<file path="config.mk">
export PLATFORM = sky130hd
export DESIGN_NAME = dag_core
export DESIGN_NICKNAME = d
export VERILOG_FILES = /design/src/core/dag_pkg.sv /design/src/core/dag_core.sv
export VERILOG_INCLUDE_DIRS = /design/src /design/src/core
export SDC_FILE = /design/constraint.sdc
export NUM_CORES = 1
export LEC_CHECK = 0
export BUFFER_PORTS_ARGS = -buffer_cell sky130_fd_sc_hd__buf_2
export CORE_MARGIN = 2
export CORE_UTILIZATION = 28
export DETAILED_ROUTE_END_ITERATION = 16
export GPL_ROUTABILITY_DRIVEN = 0
export SKIP_CTS_REPAIR_TIMING = 1
export SLEW_MARGIN = 20
export SYNTH_ARGS = -nofsm -noshare
export SYNTH_HDL_FRONTEND = slang
export SYNTH_SLANG_ARGS = --single-unit
</file>
<file path="constraint.sdc">
create_clock -name I_CLK -period 26.1 [get_ports I_CLK]
set_clock_uncertainty 0.05 [all_clocks]
set_input_delay 2.61 -clock I_CLK [delete_from_list [all_inputs] [get_ports I_CLK]]
set_output_delay 2.61 -clock I_CLK [all_outputs]
set_load 0.02 [all_outputs]
</file>
<file path="src/core/dag_defines.svh">
// constants of the data address generator: offsets, fields, resets
// assumes an 8-bit core with a 12-bit linear data space
//
// Contract
// indexed literal offset only when extended set
// far branch carries a 20-bit target
// opcode low byte is the file address
// banked access joins bank pointer and byte
// access bank form ignores the bank pointer
// full address move ignores bank pointer
// destination bit picks source register or accumulator
// pointer pair is 12 bits, high nibble unused
// plain port accesses memory at the pointer
// indirect target is the whole 12-bit pointer
// after-step ports access then step by one
// before-step port steps then accesses
// offset port adds signed accumulator to pointer
// offset port changes neither pointer nor accumulator
// plain port leaves the pointer unchanged
// steps carry and borrow across the whole pair
// pointer steps touch no status flags
// nested indirect read returns zero
// nested indirect write does nothing at all
// own port write to pair stores unstepped value
// pointer bytes reachable by direct addressing
// bank address is bank low nibble and byte
`ifndef DAG_DEFINES_SVH
`define DAG_DEFINES_SVH

// per pair, ports count down from the plain port address
`define DAG_PORT_BASE0   12'hFEF
`define DAG_PORT_BASE1   12'hFE7
`define DAG_PORT_BASE2   12'hFDF
`define DAG_PORT_SPAN    12'h007
`define DAG_OFF_PLAIN    3'h0
`define DAG_OFF_UP_AFTER 3'h1
`define DAG_OFF_DN_AFTER 3'h2
`define DAG_OFF_UP_BEFOR 3'h3
`define DAG_OFF_PLUS_ACC 3'h4
`define DAG_OFF_PTR_HIGH 3'h5
`define DAG_OFF_PTR_LOW  3'h6

`define DAG_ACCESS_SPLIT 8'h60
`define DAG_ACCESS_HIGH  4'hF

// register bus byte offsets
`define DAG_REG_CTRL     8'h00
`define DAG_REG_BANK     8'h04
`define DAG_REG_PTR0     8'h08
`define DAG_REG_PTR1     8'h0C
`define DAG_REG_PTR2     8'h10
`define DAG_REG_STATUS   8'h14
`define DAG_CTRL_EXT_BIT 0
`define DAG_STAT_BUSY    0
`define DAG_STAT_ADDR_LO 16

`define DAG_RST_BANK     8'h00
`define DAG_RST_PTR      12'h000
`define DAG_RST_EXT      1'b0

`endif

</file>
<file path="src/core/dag_pkg.sv">
// types shared by the data address generator
// assumes dag_defines.svh holds every number
package dag_pkg;

   typedef enum logic [1:0] {
      OP_INHERENT,
      OP_LITERAL,
      OP_DIRECT,
      OP_MOVE
   } dag_op_e;

   typedef enum logic [1:0] {
      PH_IDLE,
      PH_RD_WAIT,
      PH_RD_CAP,
      PH_WR
   } dag_phase_e;

   typedef enum logic [1:0] {
      TGT_MEM,
      TGT_PTR,
      TGT_NULL
   } dag_tgt_e;

   typedef struct packed {
      logic       hit;
      logic [1:0] pair;
      logic [2:0] off;
   } dag_loc_s;

   typedef struct packed {
      dag_tgt_e    tgt;
      logic [11:0] addr;
      logic [1:0]  ptr_pair;
      logic        ptr_high;
      logic        do_step;
      logic [1:0]  step_pair;
      logic [11:0] new_ptr;
   } dag_res_s;

   typedef struct packed {
      dag_phase_e       phase;
      logic [2:0][11:0] ptr;
      logic [7:0]       bank;
      logic             ext;
      logic             move;
      logic [11:0]      dst;
      logic [7:0]       acc;
      logic [7:0]       wdata;
      logic [11:0]      mem_addr;
      logic             mem_rd;
      logic             mem_wr;
      logic [7:0]       mem_wdata;
      logic [7:0]       rd_data;
      logic             done;
      logic [19:0]      prog_target;
      logic             dest_src;
      logic             dest_acc;
      logic [11:0]      eff_addr;
      logic             av_ack;
      logic [31:0]      av_rdata;
   } dag_state_s;

endpackage

</file>
<file path="src/core/dag_core.sv">
// data address generator: direct, banked and indirect address forming
// assumes a decoder handing one request at a time and a synchronous
// data RAM whose read data is valid the cycle after the read strobe
`timescale 1ns/1ps
`include "dag_defines.svh"

module dag_core
   import dag_pkg::*;
(
   input  wire logic        I_CLK,
   input  wire logic        I_RST_N,
   input  wire logic [7:0]  I_AVS_ADDRESS,
   input  wire logic        I_AVS_READ,
   input  wire logic        I_AVS_WRITE,
   input  wire logic [31:0] I_AVS_WRITEDATA,
   input  wire logic [3:0]  I_AVS_BYTEENABLE,
   output logic      [31:0] O_AVS_READDATA,
   output logic             O_AVS_WAITREQUEST,
   input  wire logic        I_DEC_VALID,
   output logic             O_DEC_READY,
   input  wire logic [1:0]  I_DEC_OP,
   input  wire logic [15:0] I_DEC_OPCODE,
   input  wire logic        I_DEC_BANK_SEL,
   input  wire logic        I_DEC_DEST,
   input  wire logic        I_DEC_WRITE,
   input  wire logic [7:0]  I_DEC_WDATA,
   input  wire logic [7:0]  I_DEC_ACC,
   input  wire logic [19:0] I_DEC_LITERAL,
   input  wire logic [11:0] I_DEC_MOVE_SRC,
   input  wire logic [11:0] I_DEC_MOVE_DST,
   output logic             O_DEC_DONE,
   output logic      [7:0]  O_DEC_RDATA,
   output logic      [19:0] O_PROG_TARGET,
   output logic             O_DEST_SRC,
   output logic             O_DEST_ACC,
   output logic      [11:0] O_EFF_ADDR,
   output logic      [11:0] O_MEM_ADDR,
   output logic             O_MEM_RD,
   output logic             O_MEM_WR,
   output logic      [7:0]  O_MEM_WDATA,
   input  wire logic [7:0]  I_MEM_RDATA
);

   localparam logic [2:0][11:0] PORT_BASE = {`DAG_PORT_BASE2,
                                             `DAG_PORT_BASE1,
                                             `DAG_PORT_BASE0};

   dag_state_s st;
   dag_state_s next_st;

   // which pair and which port an address falls on, if any
   function automatic dag_loc_s locate(input logic [11:0] a);
      dag_loc_s    l;
      logic [11:0] d;
      l = '0;
      for (int n = 0; n < 3; n++) begin
         d = PORT_BASE[n] - a;
         if (d < `DAG_PORT_SPAN) begin
            l.hit  = 1'b1;
            l.pair = 2'(n);
            l.off  = d[2:0];
         end
      end
      return l;
   endfunction

   // final target of an access, with any pointer step it implies
   function automatic dag_res_s resolve(input logic [11:0]      a,
                                        input logic             wr,
                                        input logic [2:0][11:0] ptr,
                                        input logic [7:0]       acc);
      dag_res_s    r;
      dag_loc_s    l;
      dag_loc_s    t;
      logic [11:0] p;
      r      = '0;
      r.tgt  = TGT_MEM;
      r.addr = a;
      l      = locate(a);
      t      = l;
      if (l.hit && l.off <= `DAG_OFF_PLUS_ACC) begin
         p           = ptr[l.pair];
         r.step_pair = l.pair;
         // whole pointer, bank ignored
         r.addr      = p;
         case (l.off)
            // access then step
            `DAG_OFF_UP_AFTER: begin
               r.do_step = 1'b1;
               r.new_ptr = p + 12'h001;
            end
            // full 12-bit borrow
            `DAG_OFF_DN_AFTER: begin
               r.do_step = 1'b1;
               r.new_ptr = p - 12'h001;
            end
            // step before access
            `DAG_OFF_UP_BEFOR: begin
               r.do_step = 1'b1;
               r.new_ptr = p + 12'h001;
               r.addr    = p + 12'h001;
            end
            // signed accumulator offset
            // no pointer or acc change
            `DAG_OFF_PLUS_ACC: begin
               r.addr = p + {{4{acc[7]}}, acc};
            end
            // plain port, no step
            // memory at the pointer
            default: begin
               r.addr = p;
            end
         endcase
         t = locate(r.addr);
         if (t.hit && t.off <= `DAG_OFF_PLUS_ACC) begin
            // nested port: read gives zero but still steps, write has no effect
            r.tgt = TGT_NULL;
            if (wr) begin
               r.do_step = 1'b0;
            end
         end else if (t.hit) begin
            r.tgt = TGT_PTR;
            // own pair written unstepped
            if (wr && t.pair == l.pair) begin
               r.do_step = 1'b0;
            end
         end
      end else if (l.hit) begin
         // pointer bytes in register space
         r.tgt = TGT_PTR;
      end
      r.ptr_pair = t.pair;
      r.ptr_high = (t.off == `DAG_OFF_PTR_HIGH);
      return r;
   endfunction

   logic        av_req;
   logic        go;
   logic        wr;
   logic [11:0] ad;
   logic [7:0]  wd;
   logic [7:0]  acc_sel;
   logic [7:0]  file_addr;
   logic [7:0]  val;
   logic [11:0] direct_addr;
   dag_res_s    res;
   logic [31:0] rd_mux;

   assign av_req            = I_AVS_READ | I_AVS_WRITE;
   // one idle cycle per access keeps read data from a flip-flop
   assign O_AVS_WAITREQUEST = av_req & ~st.av_ack;
   assign O_AVS_READDATA    = st.av_rdata;
   assign O_DEC_READY       = (st.phase == PH_IDLE) & ~st.av_ack;
   assign O_DEC_DONE        = st.done;
   assign O_DEC_RDATA       = st.rd_data;
   assign O_PROG_TARGET     = st.prog_target;
   assign O_DEST_SRC        = st.dest_src;
   assign O_DEST_ACC        = st.dest_acc;
   assign O_EFF_ADDR        = st.eff_addr;
   assign O_MEM_ADDR        = st.mem_addr;
   assign O_MEM_RD          = st.mem_rd;
   assign O_MEM_WR          = st.mem_wr;
   assign O_MEM_WDATA       = st.mem_wdata;

   // file address is the opcode low byte
   assign file_addr = I_DEC_OPCODE[7:0];

   always_comb begin
      direct_addr = {`DAG_ACCESS_HIGH, file_addr};
      if (I_DEC_BANK_SEL) begin
         // bank nibble over file byte
         direct_addr = {st.bank[3:0], file_addr};
      end else if (st.ext && file_addr < `DAG_ACCESS_SPLIT) begin
         // indexed offset from pair two
         direct_addr = st.ptr[2] + {4'h0, file_addr};
      end else if (file_addr < `DAG_ACCESS_SPLIT) begin
         // fixed access bank, bank ignored
         direct_addr = {4'h0, file_addr};
      end
   end

   always_comb begin
      rd_mux = 32'h0000_0000;
      case (I_AVS_ADDRESS)
         `DAG_REG_CTRL: rd_mux[`DAG_CTRL_EXT_BIT] = st.ext;
         `DAG_REG_BANK: rd_mux[7:0] = st.bank;
         `DAG_REG_PTR0: rd_mux[11:0] = st.ptr[0];
         `DAG_REG_PTR1: rd_mux[11:0] = st.ptr[1];
         `DAG_REG_PTR2: rd_mux[11:0] = st.ptr[2];
         `DAG_REG_STATUS: begin
            rd_mux[`DAG_STAT_BUSY] = (st.phase != PH_IDLE);
            rd_mux[`DAG_STAT_ADDR_LO +: 12] = st.eff_addr;
         end
         default: rd_mux = 32'h0000_0000;
      endcase
   end

   always_comb begin
      next_st        = st;
      next_st.done   = 1'b0;
      next_st.mem_rd = 1'b0;
      next_st.mem_wr = 1'b0;
      go      = 1'b0;
      wr      = 1'b0;
      ad      = 12'h000;
      wd      = 8'h00;
      acc_sel = st.acc;
      val     = 8'h00;
      res     = '0;

      // register bus, answered only while the core is idle
      if (st.av_ack) begin
         next_st.av_ack = 1'b0;
         if (I_AVS_WRITE) begin
            case (I_AVS_ADDRESS)
               `DAG_REG_CTRL: begin
                  if (I_AVS_BYTEENABLE[0]) begin
                     next_st.ext = I_AVS_WRITEDATA[`DAG_CTRL_EXT_BIT];
                  end
               end
               `DAG_REG_BANK: begin
                  if (I_AVS_BYTEENABLE[0]) begin
                     next_st.bank = I_AVS_WRITEDATA[7:0];
                  end
               end
               `DAG_REG_PTR0, `DAG_REG_PTR1, `DAG_REG_PTR2: begin
                  for (int n = 0; n < 3; n++) begin
                     if (I_AVS_ADDRESS == `DAG_REG_PTR0 + 8'(4 * n)) begin
                        if (I_AVS_BYTEENABLE[0]) begin
                           next_st.ptr[n][7:0] = I_AVS_WRITEDATA[7:0];
                        end
                        if (I_AVS_BYTEENABLE[1]) begin
                           next_st.ptr[n][11:8] = I_AVS_WRITEDATA[11:8];
                        end
                     end
                  end
               end
               default: next_st.ext = st.ext;
            endcase
         end
      end else if (av_req && st.phase == PH_IDLE && !I_DEC_VALID) begin
         next_st.av_ack   = 1'b1;
         next_st.av_rdata = I_AVS_READ ? rd_mux : 32'h0000_0000;
      end

      case (st.phase)
         PH_IDLE: begin
            if (I_DEC_VALID && O_DEC_READY) begin
               // destination bit steers the result
               next_st.dest_src = I_DEC_DEST;
               next_st.dest_acc = ~I_DEC_DEST;
               next_st.acc      = I_DEC_ACC;
               next_st.move     = 1'b0;
               acc_sel          = I_DEC_ACC;
               case (dag_op_e'(I_DEC_OP))
                  OP_LITERAL: begin
                     // 20-bit program target passed on
                     next_st.prog_target = I_DEC_LITERAL;
                     next_st.done        = 1'b1;
                  end
                  OP_DIRECT: begin
                     go = 1'b1;
                     ad = direct_addr;
                     wr = I_DEC_WRITE;
                     wd = I_DEC_WDATA;
                  end
                  OP_MOVE: begin
                     // full addresses, bank ignored
                     go           = 1'b1;
                     ad           = I_DEC_MOVE_SRC;
                     next_st.move = 1'b1;
                     next_st.dst  = I_DEC_MOVE_DST;
                  end
                  default: next_st.done = 1'b1;
               endcase
            end
         end
         PH_RD_WAIT: next_st.phase = PH_RD_CAP;
         PH_RD_CAP: begin
            if (st.move) begin
               next_st.wdata = I_MEM_RDATA;
               next_st.phase = PH_WR;
            end else begin
               next_st.rd_data = I_MEM_RDATA;
               next_st.done    = 1'b1;
               next_st.phase   = PH_IDLE;
            end
         end
         PH_WR: begin
            go           = 1'b1;
            wr           = 1'b1;
            ad           = st.dst;
            wd           = st.wdata;
            next_st.move = 1'b0;
         end
         default: next_st.phase = PH_IDLE;
      endcase

      if (go) begin
         res              = resolve(ad, wr, st.ptr, acc_sel);
         next_st.eff_addr = res.addr;
         // pointer step drives no status flag
         if (res.do_step) begin
            next_st.ptr[res.step_pair] = res.new_ptr;
         end
         case (res.tgt)
            TGT_MEM: begin
               next_st.mem_addr = res.addr;
               if (wr) begin
                  next_st.mem_wr    = 1'b1;
                  next_st.mem_wdata = wd;
               end else begin
                  next_st.mem_rd = 1'b1;
               end
            end
            TGT_PTR: begin
               // high nibble unused, reads zero
               if (wr && res.ptr_high) begin
                  next_st.ptr[res.ptr_pair][11:8] = wd[3:0];
               end else if (wr) begin
                  next_st.ptr[res.ptr_pair][7:0] = wd;
               end
               val = res.ptr_high ? {4'h0, st.ptr[res.ptr_pair][11:8]}
                                  : st.ptr[res.ptr_pair][7:0];
            end
            default: val = 8'h00;
         endcase
         if (wr) begin
            next_st.done  = 1'b1;
            next_st.phase = PH_IDLE;
         end else if (res.tgt == TGT_MEM) begin
            next_st.phase = PH_RD_WAIT;
         end else if (next_st.move) begin
            next_st.wdata = val;
            next_st.phase = PH_WR;
         end else begin
            next_st.rd_data = val;
            next_st.done    = 1'b1;
            next_st.phase   = PH_IDLE;
         end
      end
   end

   always_ff @(posedge I_CLK) begin
      if (!I_RST_N) begin
         st       <= '0;
         st.phase <= PH_IDLE;
         st.bank  <= `DAG_RST_BANK;
         st.ext   <= `DAG_RST_EXT;
         st.ptr   <= {3{`DAG_RST_PTR}};
      end else begin
         st <= next_st;
      end
   end

endmodule

</file>
# ---- Yosys cells after proc, flatten, opt, wreduce, memory -nomap -nowiden
# Cells that the tools add are included.
dict set report op_classes {
  addsub 10
  n_lt_le_gt_ge 14
  eq_ne 18
  mux 115
  bitwise 6
  reduce_logical 30
}
# cell n
set ops {}
lappend ops {{$mux W36} 6}
lappend ops {{$mux W12} 15}
lappend ops {{$mux W8} 19}
lappend ops {{$bwmux W36} 3}
lappend ops {{$pmux W12 S2} 4}
lappend ops {{$mux W45} 2}
lappend ops {{$demux W12 S2} 3}
lappend ops {{$lt A12 B3 Y1 const B} 6}
lappend ops {{$sub A12 B12 Y12 const A} 6}
lappend ops {{$mux W6} 9}
lappend ops {{$bmux W12 S2} 2}
lappend ops {{$mux W39} 1}
lappend ops {{$mux W38} 1}
lappend ops {{$mux W9} 4}
lappend ops {{$mux W33} 1}
lappend ops {{$mux W15} 2}
lappend ops {{$mux W28} 1}
lappend ops {{$pmux W7 S4} 1}
lappend ops {{$mux W23} 1}
lappend ops {{$mux W22} 1}
lappend ops {{$mux W21} 1}
lappend ops {{$mux W20} 1}
lappend ops {{$eq A8 B4 Y1 const B} 2}
lappend ops {{$eq A8 B5 Y1 const B} 2}
lappend ops {{other kinds (39)} 99}
dict set report totals {
  register_bits 174
  inputBits 138
  wordCells 215
}

# ---- Logic depth before layout (Yosys ltp)
dict set report depth {
  depth_word 45
  ltp_mapped 42
  ltp_nobuf 37
}

# ---- Worst setup path before layout
# No wires, ideal clock.
dict set report synth_path {
  path_type {in2reg}
  startpoint {input port I_DEC_OPCODE[0]}
  endpoint {register st[164] (netlist name)}
  setup_time_ns 0.128
  t_arrival_ns 10.199
  t_required_ns 25.922
  path_slack_ns 15.723
  cell_stages 40
  cell_sequence {ha_1 -> fa_1 -> a211oi_2 -> o31ai_2 -> and3_1 -> o31ai_2 -> and2_1 -> ha_1 -> nand3_1 -> o31a_1 -> buf_6 -> o211a_1 -> buf_2 -> or3_1 -> and2_1 -> clkbuf_1 -> ha_1 -> inv_1 -> [... 4 more ...] -> o21a_1 -> o21a_1 -> or2_2 -> o32ai_1 -> a311oi_1 -> inv_1 -> ha_1 -> inv_1 -> a31o_1 -> a2111oi_2 -> and2_1 -> buf_2 -> a41oi_2 -> buf_2 -> nand3b_1 -> clkbuf_1 -> mux2i_1 -> nor2_1}
}
dict set report synth_between {
  elab_chain_len 38
  elab_cells_between_ends 88
  classes_between {add/sub (10); order compare (13); eq/ne (7); mux (49); reduce/logical (9)}
}
# element line
set synth_rtl {}
lappend synth_rtl {{start: declaration} dag_core.sv:22} ;# input wire logic [15:0] I_DEC_OPCODE,
lappend synth_rtl {{$lt A8 B7 Y1 (no line)} n/a}
lappend synth_rtl {{$mux W12 / $logic_and A1 B1 Y1 (equally long branches)} n/a}
lappend synth_rtl {{$mux W12} dag_core.sv:173} ;# end else if (st.ext && file_addr < `DAG_ACCESS_SPLIT) begin
lappend synth_rtl {{$mux W12 *} dag_core.sv:170} ;# if (I_DEC_BANK_SEL) begin
lappend synth_rtl {{$pmux W12 S2 *} dag_core.sv:255} ;# case (dag_op_e'(I_DEC_OP))
lappend synth_rtl {{$mux W12 *} dag_core.sv:248} ;# if (I_DEC_VALID && O_DEC_READY) begin
lappend synth_rtl {{$pmux W12 S2 *} dag_core.sv:246} ;# case (st.phase)
lappend synth_rtl {{$sub A12 B12 Y12} dag_core.sv:57} ;# d = PORT_BASE[n] - a;
lappend synth_rtl {{$lt A12 B3 Y1 (no line)} n/a}
lappend synth_rtl {{$mux W6} dag_core.sv:58} ;# if (d < `DAG_PORT_SPAN) begin
lappend synth_rtl {{$mux W6 *} dag_core.sv:58}
lappend synth_rtl {{$mux W6 *} dag_core.sv:299} ;# if (go) begin
lappend synth_rtl {{branches (longest 24 deep; another with $add A12 B12 Y12)} n/a}
lappend synth_rtl {{$mux W36 *} dag_core.sv:306} ;# case (res.tgt)
lappend synth_rtl {{$mux W38 *} dag_core.sv:299}
lappend synth_rtl {{end signal: assignment} dag_core.sv:352} ;# st <= next_st;
lappend synth_rtl {{end: declaration} dag_core.sv:48} ;# dag_state_s st;
# Mark *: on every way between the ends. The select of a mux whose other input is x is not followed.
# A chain may end at the register's enable or synchronous reset.

# ---- Worst setup path after layout
dict set report layout_path {
  startpoint {input port I_DEC_OPCODE[0]}
  endpoint {register st[104] (netlist name)}
}
dict set report layout_between {
  elab_chain_len 36
  elab_cells_between_ends 61
  classes_between {add/sub (9); order compare (9); eq/ne (4); mux (35); reduce/logical (4)}
}
# element line
set layout_rtl {}
lappend layout_rtl {{$lt A8 B7 Y1 (no line)} n/a}
lappend layout_rtl {{$mux W12 / $logic_and A1 B1 Y1 (equally long branches)} n/a}
lappend layout_rtl {{$mux W12} dag_core.sv:173}
lappend layout_rtl {{$mux W12 *} dag_core.sv:170}
lappend layout_rtl {{$pmux W12 S2 *} dag_core.sv:255}
lappend layout_rtl {{$mux W12 *} dag_core.sv:248}
lappend layout_rtl {{$pmux W12 S2 *} dag_core.sv:246}
lappend layout_rtl {{$sub A12 B12 Y12} dag_core.sv:57}
lappend layout_rtl {{[... 20 more ...]} n/a}
lappend layout_rtl {{$mux W2} dag_core.sv:81} ;# if (l.hit && l.off <= `DAG_OFF_PLUS_ACC) begin
lappend layout_rtl {{$mux W2} dag_core.sv:299}
lappend layout_rtl {{$eq A2 B1 Y1} dag_core.sv:306}
lappend layout_rtl {{$mux W8} dag_core.sv:306}
lappend layout_rtl {{$mux W8} dag_core.sv:333} ;# end else if (next_st.move) begin
lappend layout_rtl {{$mux W8 *} dag_core.sv:331} ;# end else if (res.tgt == TGT_MEM) begin
lappend layout_rtl {{$mux W8 *} dag_core.sv:328} ;# if (wr) begin
lappend layout_rtl {{$mux W39 *} dag_core.sv:299}
# Every way passes the cells marked *; elsewhere a longest branch is shown, timed or not. The select of a mux whose other input is x is not followed.

==> results.sh <==
export IMPL_synthArstFlopShare=0
export IMPL_crit_path_top_delay_cell="nor4_1"
export IMPL_drc=0
export IMPL_dr_pass1_iters=8
export IMPL_vias=13000
export IMPL_p_leak_nw=5.78
export IMPL_wl_um=50300
export IMPL_yosys_area_top_type="dfxtp_1"
export IMPL_synth_edf_count=0
export IMPL_yosys_top_cells_count="nand2_1, dfxtp_1, nor2_1"
export IMPL_grt_max_degree=103
export IMPL_fin_crit_sh=0.472
export IMPL_antenna_found_initial=7
export IMPL_ant_nets=0
export IMPL_startpoint_type="input pin"
export IMPL_worstMarginPinSlew_ps=1180
export IMPL_maxSlewHeadroom=0.210
export IMPL_muxShareOfSynthArea=0.0889
export IMPL_dpl_hpwl_um=38000
export IMPL_grt_overflow=0
export IMPL_syn_area_per_cell_um2=7.84
export IMPL_ff2ff_setup_slack_ps=15480
export IMPL_yosys_area_share_adder=0.0344
export IMPL_synthesis_area_um2=12400
export IMPL_powerDensity_nw_per_um2=56.4
export IMPL_ys_flop_type="dfxtp_1"
export IMPL_multi_input_area_um2=7930
export IMPL_status="completed"
export IMPL_clock_sinks=166
export IMPL_r2r_cells=31
export IMPL_layout_drive_gt1_share=0.196
export IMPL_synth_top_cell_area_share=0.267
export IMPL_synth_top_family_by_area="compound AO/OA/AOI/OAI gates"
export IMPL_slew_violations=0
export IMPL_syn_instance_count=1588
export IMPL_crit_fanout=17
export IMPL_hp_class="register to register"
export IMPL_clock_path_buffers=2
export IMPL_cts_buffers_inserted=17
export IMPL_fp_dieArea_um2=46200
export IMPL_fmax_mhz=81.2
export IMPL_worst_endpoint_arrival_ps=12610
export IMPL_fp_dieW_um=215
export IMPL_crit_end="st[104]"
export IMPL_cap_violations=0
export IMPL_grt_pass1_wl_um=75400
export IMPL_first_global_vias=12200
export IMPL_area_growth_syn_to_layout_pct=11.2
export IMPL_clk_pin_slew_worst_paths_ps=70
export IMPL_crit_family="compound AO/OA/AOI/OAI gates"
export IMPL_critical_path_class="input pin to register"
export IMPL_row_count=77
export IMPL_crit_path_frequent_cell="ha_1"
export IMPL_routed_via_density=5.79
export IMPL_cpPeakStageDelay_ps=820
export IMPL_synth_xor_area_frac=0.0106
export IMPL_endpoint_kind="register"
export IMPL_path_depth=32
export IMPL_setup_slack_ps=13790
export IMPL_fp_dieH_um=215
export IMPL_rsz0062_at_grt="no"
export IMPL_track_usage=0.211
export IMPL_cts_tree="yes"
export IMPL_synth_simple_area_share=0.226
export IMPL_yosysUniqueCellTypes=107
export IMPL_rr_startpoint="st[160]"
export IMPL_clk_latency_ps=480
export IMPL_synth_most_common_cell="nand2_1"
export IMPL_port_buffers=198
export IMPL_wl_per_cell_um=22.3
export IMPL_synth_compound_area_share=0.274
export IMPL_finalHoldViolCount=0
export IMPL_worst_path_buf_inv=2
export IMPL_drtIter0Drc=1562
export IMPL_critPathRequiredTime_ps=26390
export IMPL_fin_nets=1813
export IMPL_ys_seq_elements=166
export IMPL_core_area_um2=44000
export IMPL_start_util=0.283
export IMPL_ys_top_cells_by_area="dfxtp_1, mux2i_1, buf_4, nand2_1, nor2_1"
export IMPL_ys_seq_area_frac=0.267
export IMPL_r2r_end="st[104]"
export IMPL_setup_viol_count_final=0
export IMPL_finalSetupTns_ps=0
export IMPL_final_min_clock_period_ps=12310
export IMPL_regArea_um2=3320
export IMPL_cts_root_buf="clkbuf_16"
export IMPL_ir_worst_vdd_mv=0.0405
export IMPL_pin_count=237
export IMPL_cp_startpoint="I_DEC_OPCODE[0]"
export IMPL_yosysWarnings=0
export IMPL_fillerInstances=4697
export IMPL_dpl_worst_slack_ps=13610
export IMPL_htree_levels=4
cells in the final DEF, fill, tap and decap left out, drive strengths merged, types with 11 or more instances in the layout:
cell	instances
a211oi	31
a21oi	118
a221oi	12
a22oi	44
and2	24
and3	21
buf	210
clkbuf	18
dfxtp	166
ha	31
inv	45
mux2	28
mux2i	79
nand2	176
nand2b	16
nand3	42
nand4	22
nor2	166
nor3	33
nor4	12
o2111ai	11
o211a	13
o211ai	11
o21a	15
o21ai	75
o22ai	12
o31ai	11
xnor2	12
how the worst min path moves through the flow:
stage | startpoint | to | slack [ps] | depth (start not counted)
floorplan | st[123] | st[123] | 380 | 2
global placement | O_PROG_TARGET[12] | O_PROG_TARGET[12] | 390 | 2
detailed placement | O_PROG_TARGET[14] | O_PROG_TARGET[14] | 400 | 2
CTS | O_PROG_TARGET[8] | O_PROG_TARGET[8] | 410 | 2
global route | O_PROG_TARGET[14] | O_PROG_TARGET[14] | 430 | 2
finish | O_PROG_TARGET[8] | O_PROG_TARGET[8] | 410 | 2
cell families after synthesis:
kind of cell,Yosys count
adders and majority gates,33
buffers and inverters,222
xor gates and xnor gates,15
AOI/OAI and AO/OA,472
muxes,107
DFF,166
other,1
and+or+nand+nor,572
metrics by stage:
step                area [um^2]  hold WS [ps]  power (mW)  cells  utilization
floorplan                 12500           382       0.443   1595            -
global placement          13200           391       0.504   2215        0.300
detailed placement        13200           396       0.507   2215        0.300
CTS                       13800           407       0.782   2247        0.314
global route              13800           427       0.813   2249        0.314
finish                    13800           406       0.781   2250        0.314
registers in the layout, indices dropped and copies added (netlist names):
register,cells
O_DEST_ACC,1
O_DEC_DONE,1
O_DEST_SRC,1
O_MEM_ADDR,12
O_DEC_RDATA,8
O_PROG_TARGET,20
O_AVS_READDATA,24
st,77
O_MEM_RD,1
O_MEM_WDATA,8
O_MEM_WR,1
O_EFF_ADDR,12
layout make-up:
type                       count  area share
multi-input combinational   1207       0.573
tap                          592      0.0535
inverter                      40      0.0110
antenna                        3    0.000542
timing repair buffer         210      0.0784
clock inverter                14      0.0119
clock buffer                  18      0.0317
sequential                   166       0.240
power by group:
group | switching [mW] | leakage, nW | internal [mW]
Combinational | 0.153 | 4.15 | 0.0670
Clock | 0.128 | 0.289 | 0.147
Sequential | 0.0129 | 1.34 | 0.273
tightest hold or removal path, cell delays in order (launching register included):
cell and delay, ps:
dfxtp_1 310, nand2_1 50, a21oi_1 50
per-layer routing:
layer / global-route usage / share of wire
met5: 0 / 0.00093
met1: 0.272 / 0.40
met4: 0.111 / 0.049
met2: 0.323 / 0.44
met3: 0.0559 / 0.11
(Power assumes the default switching activity.)
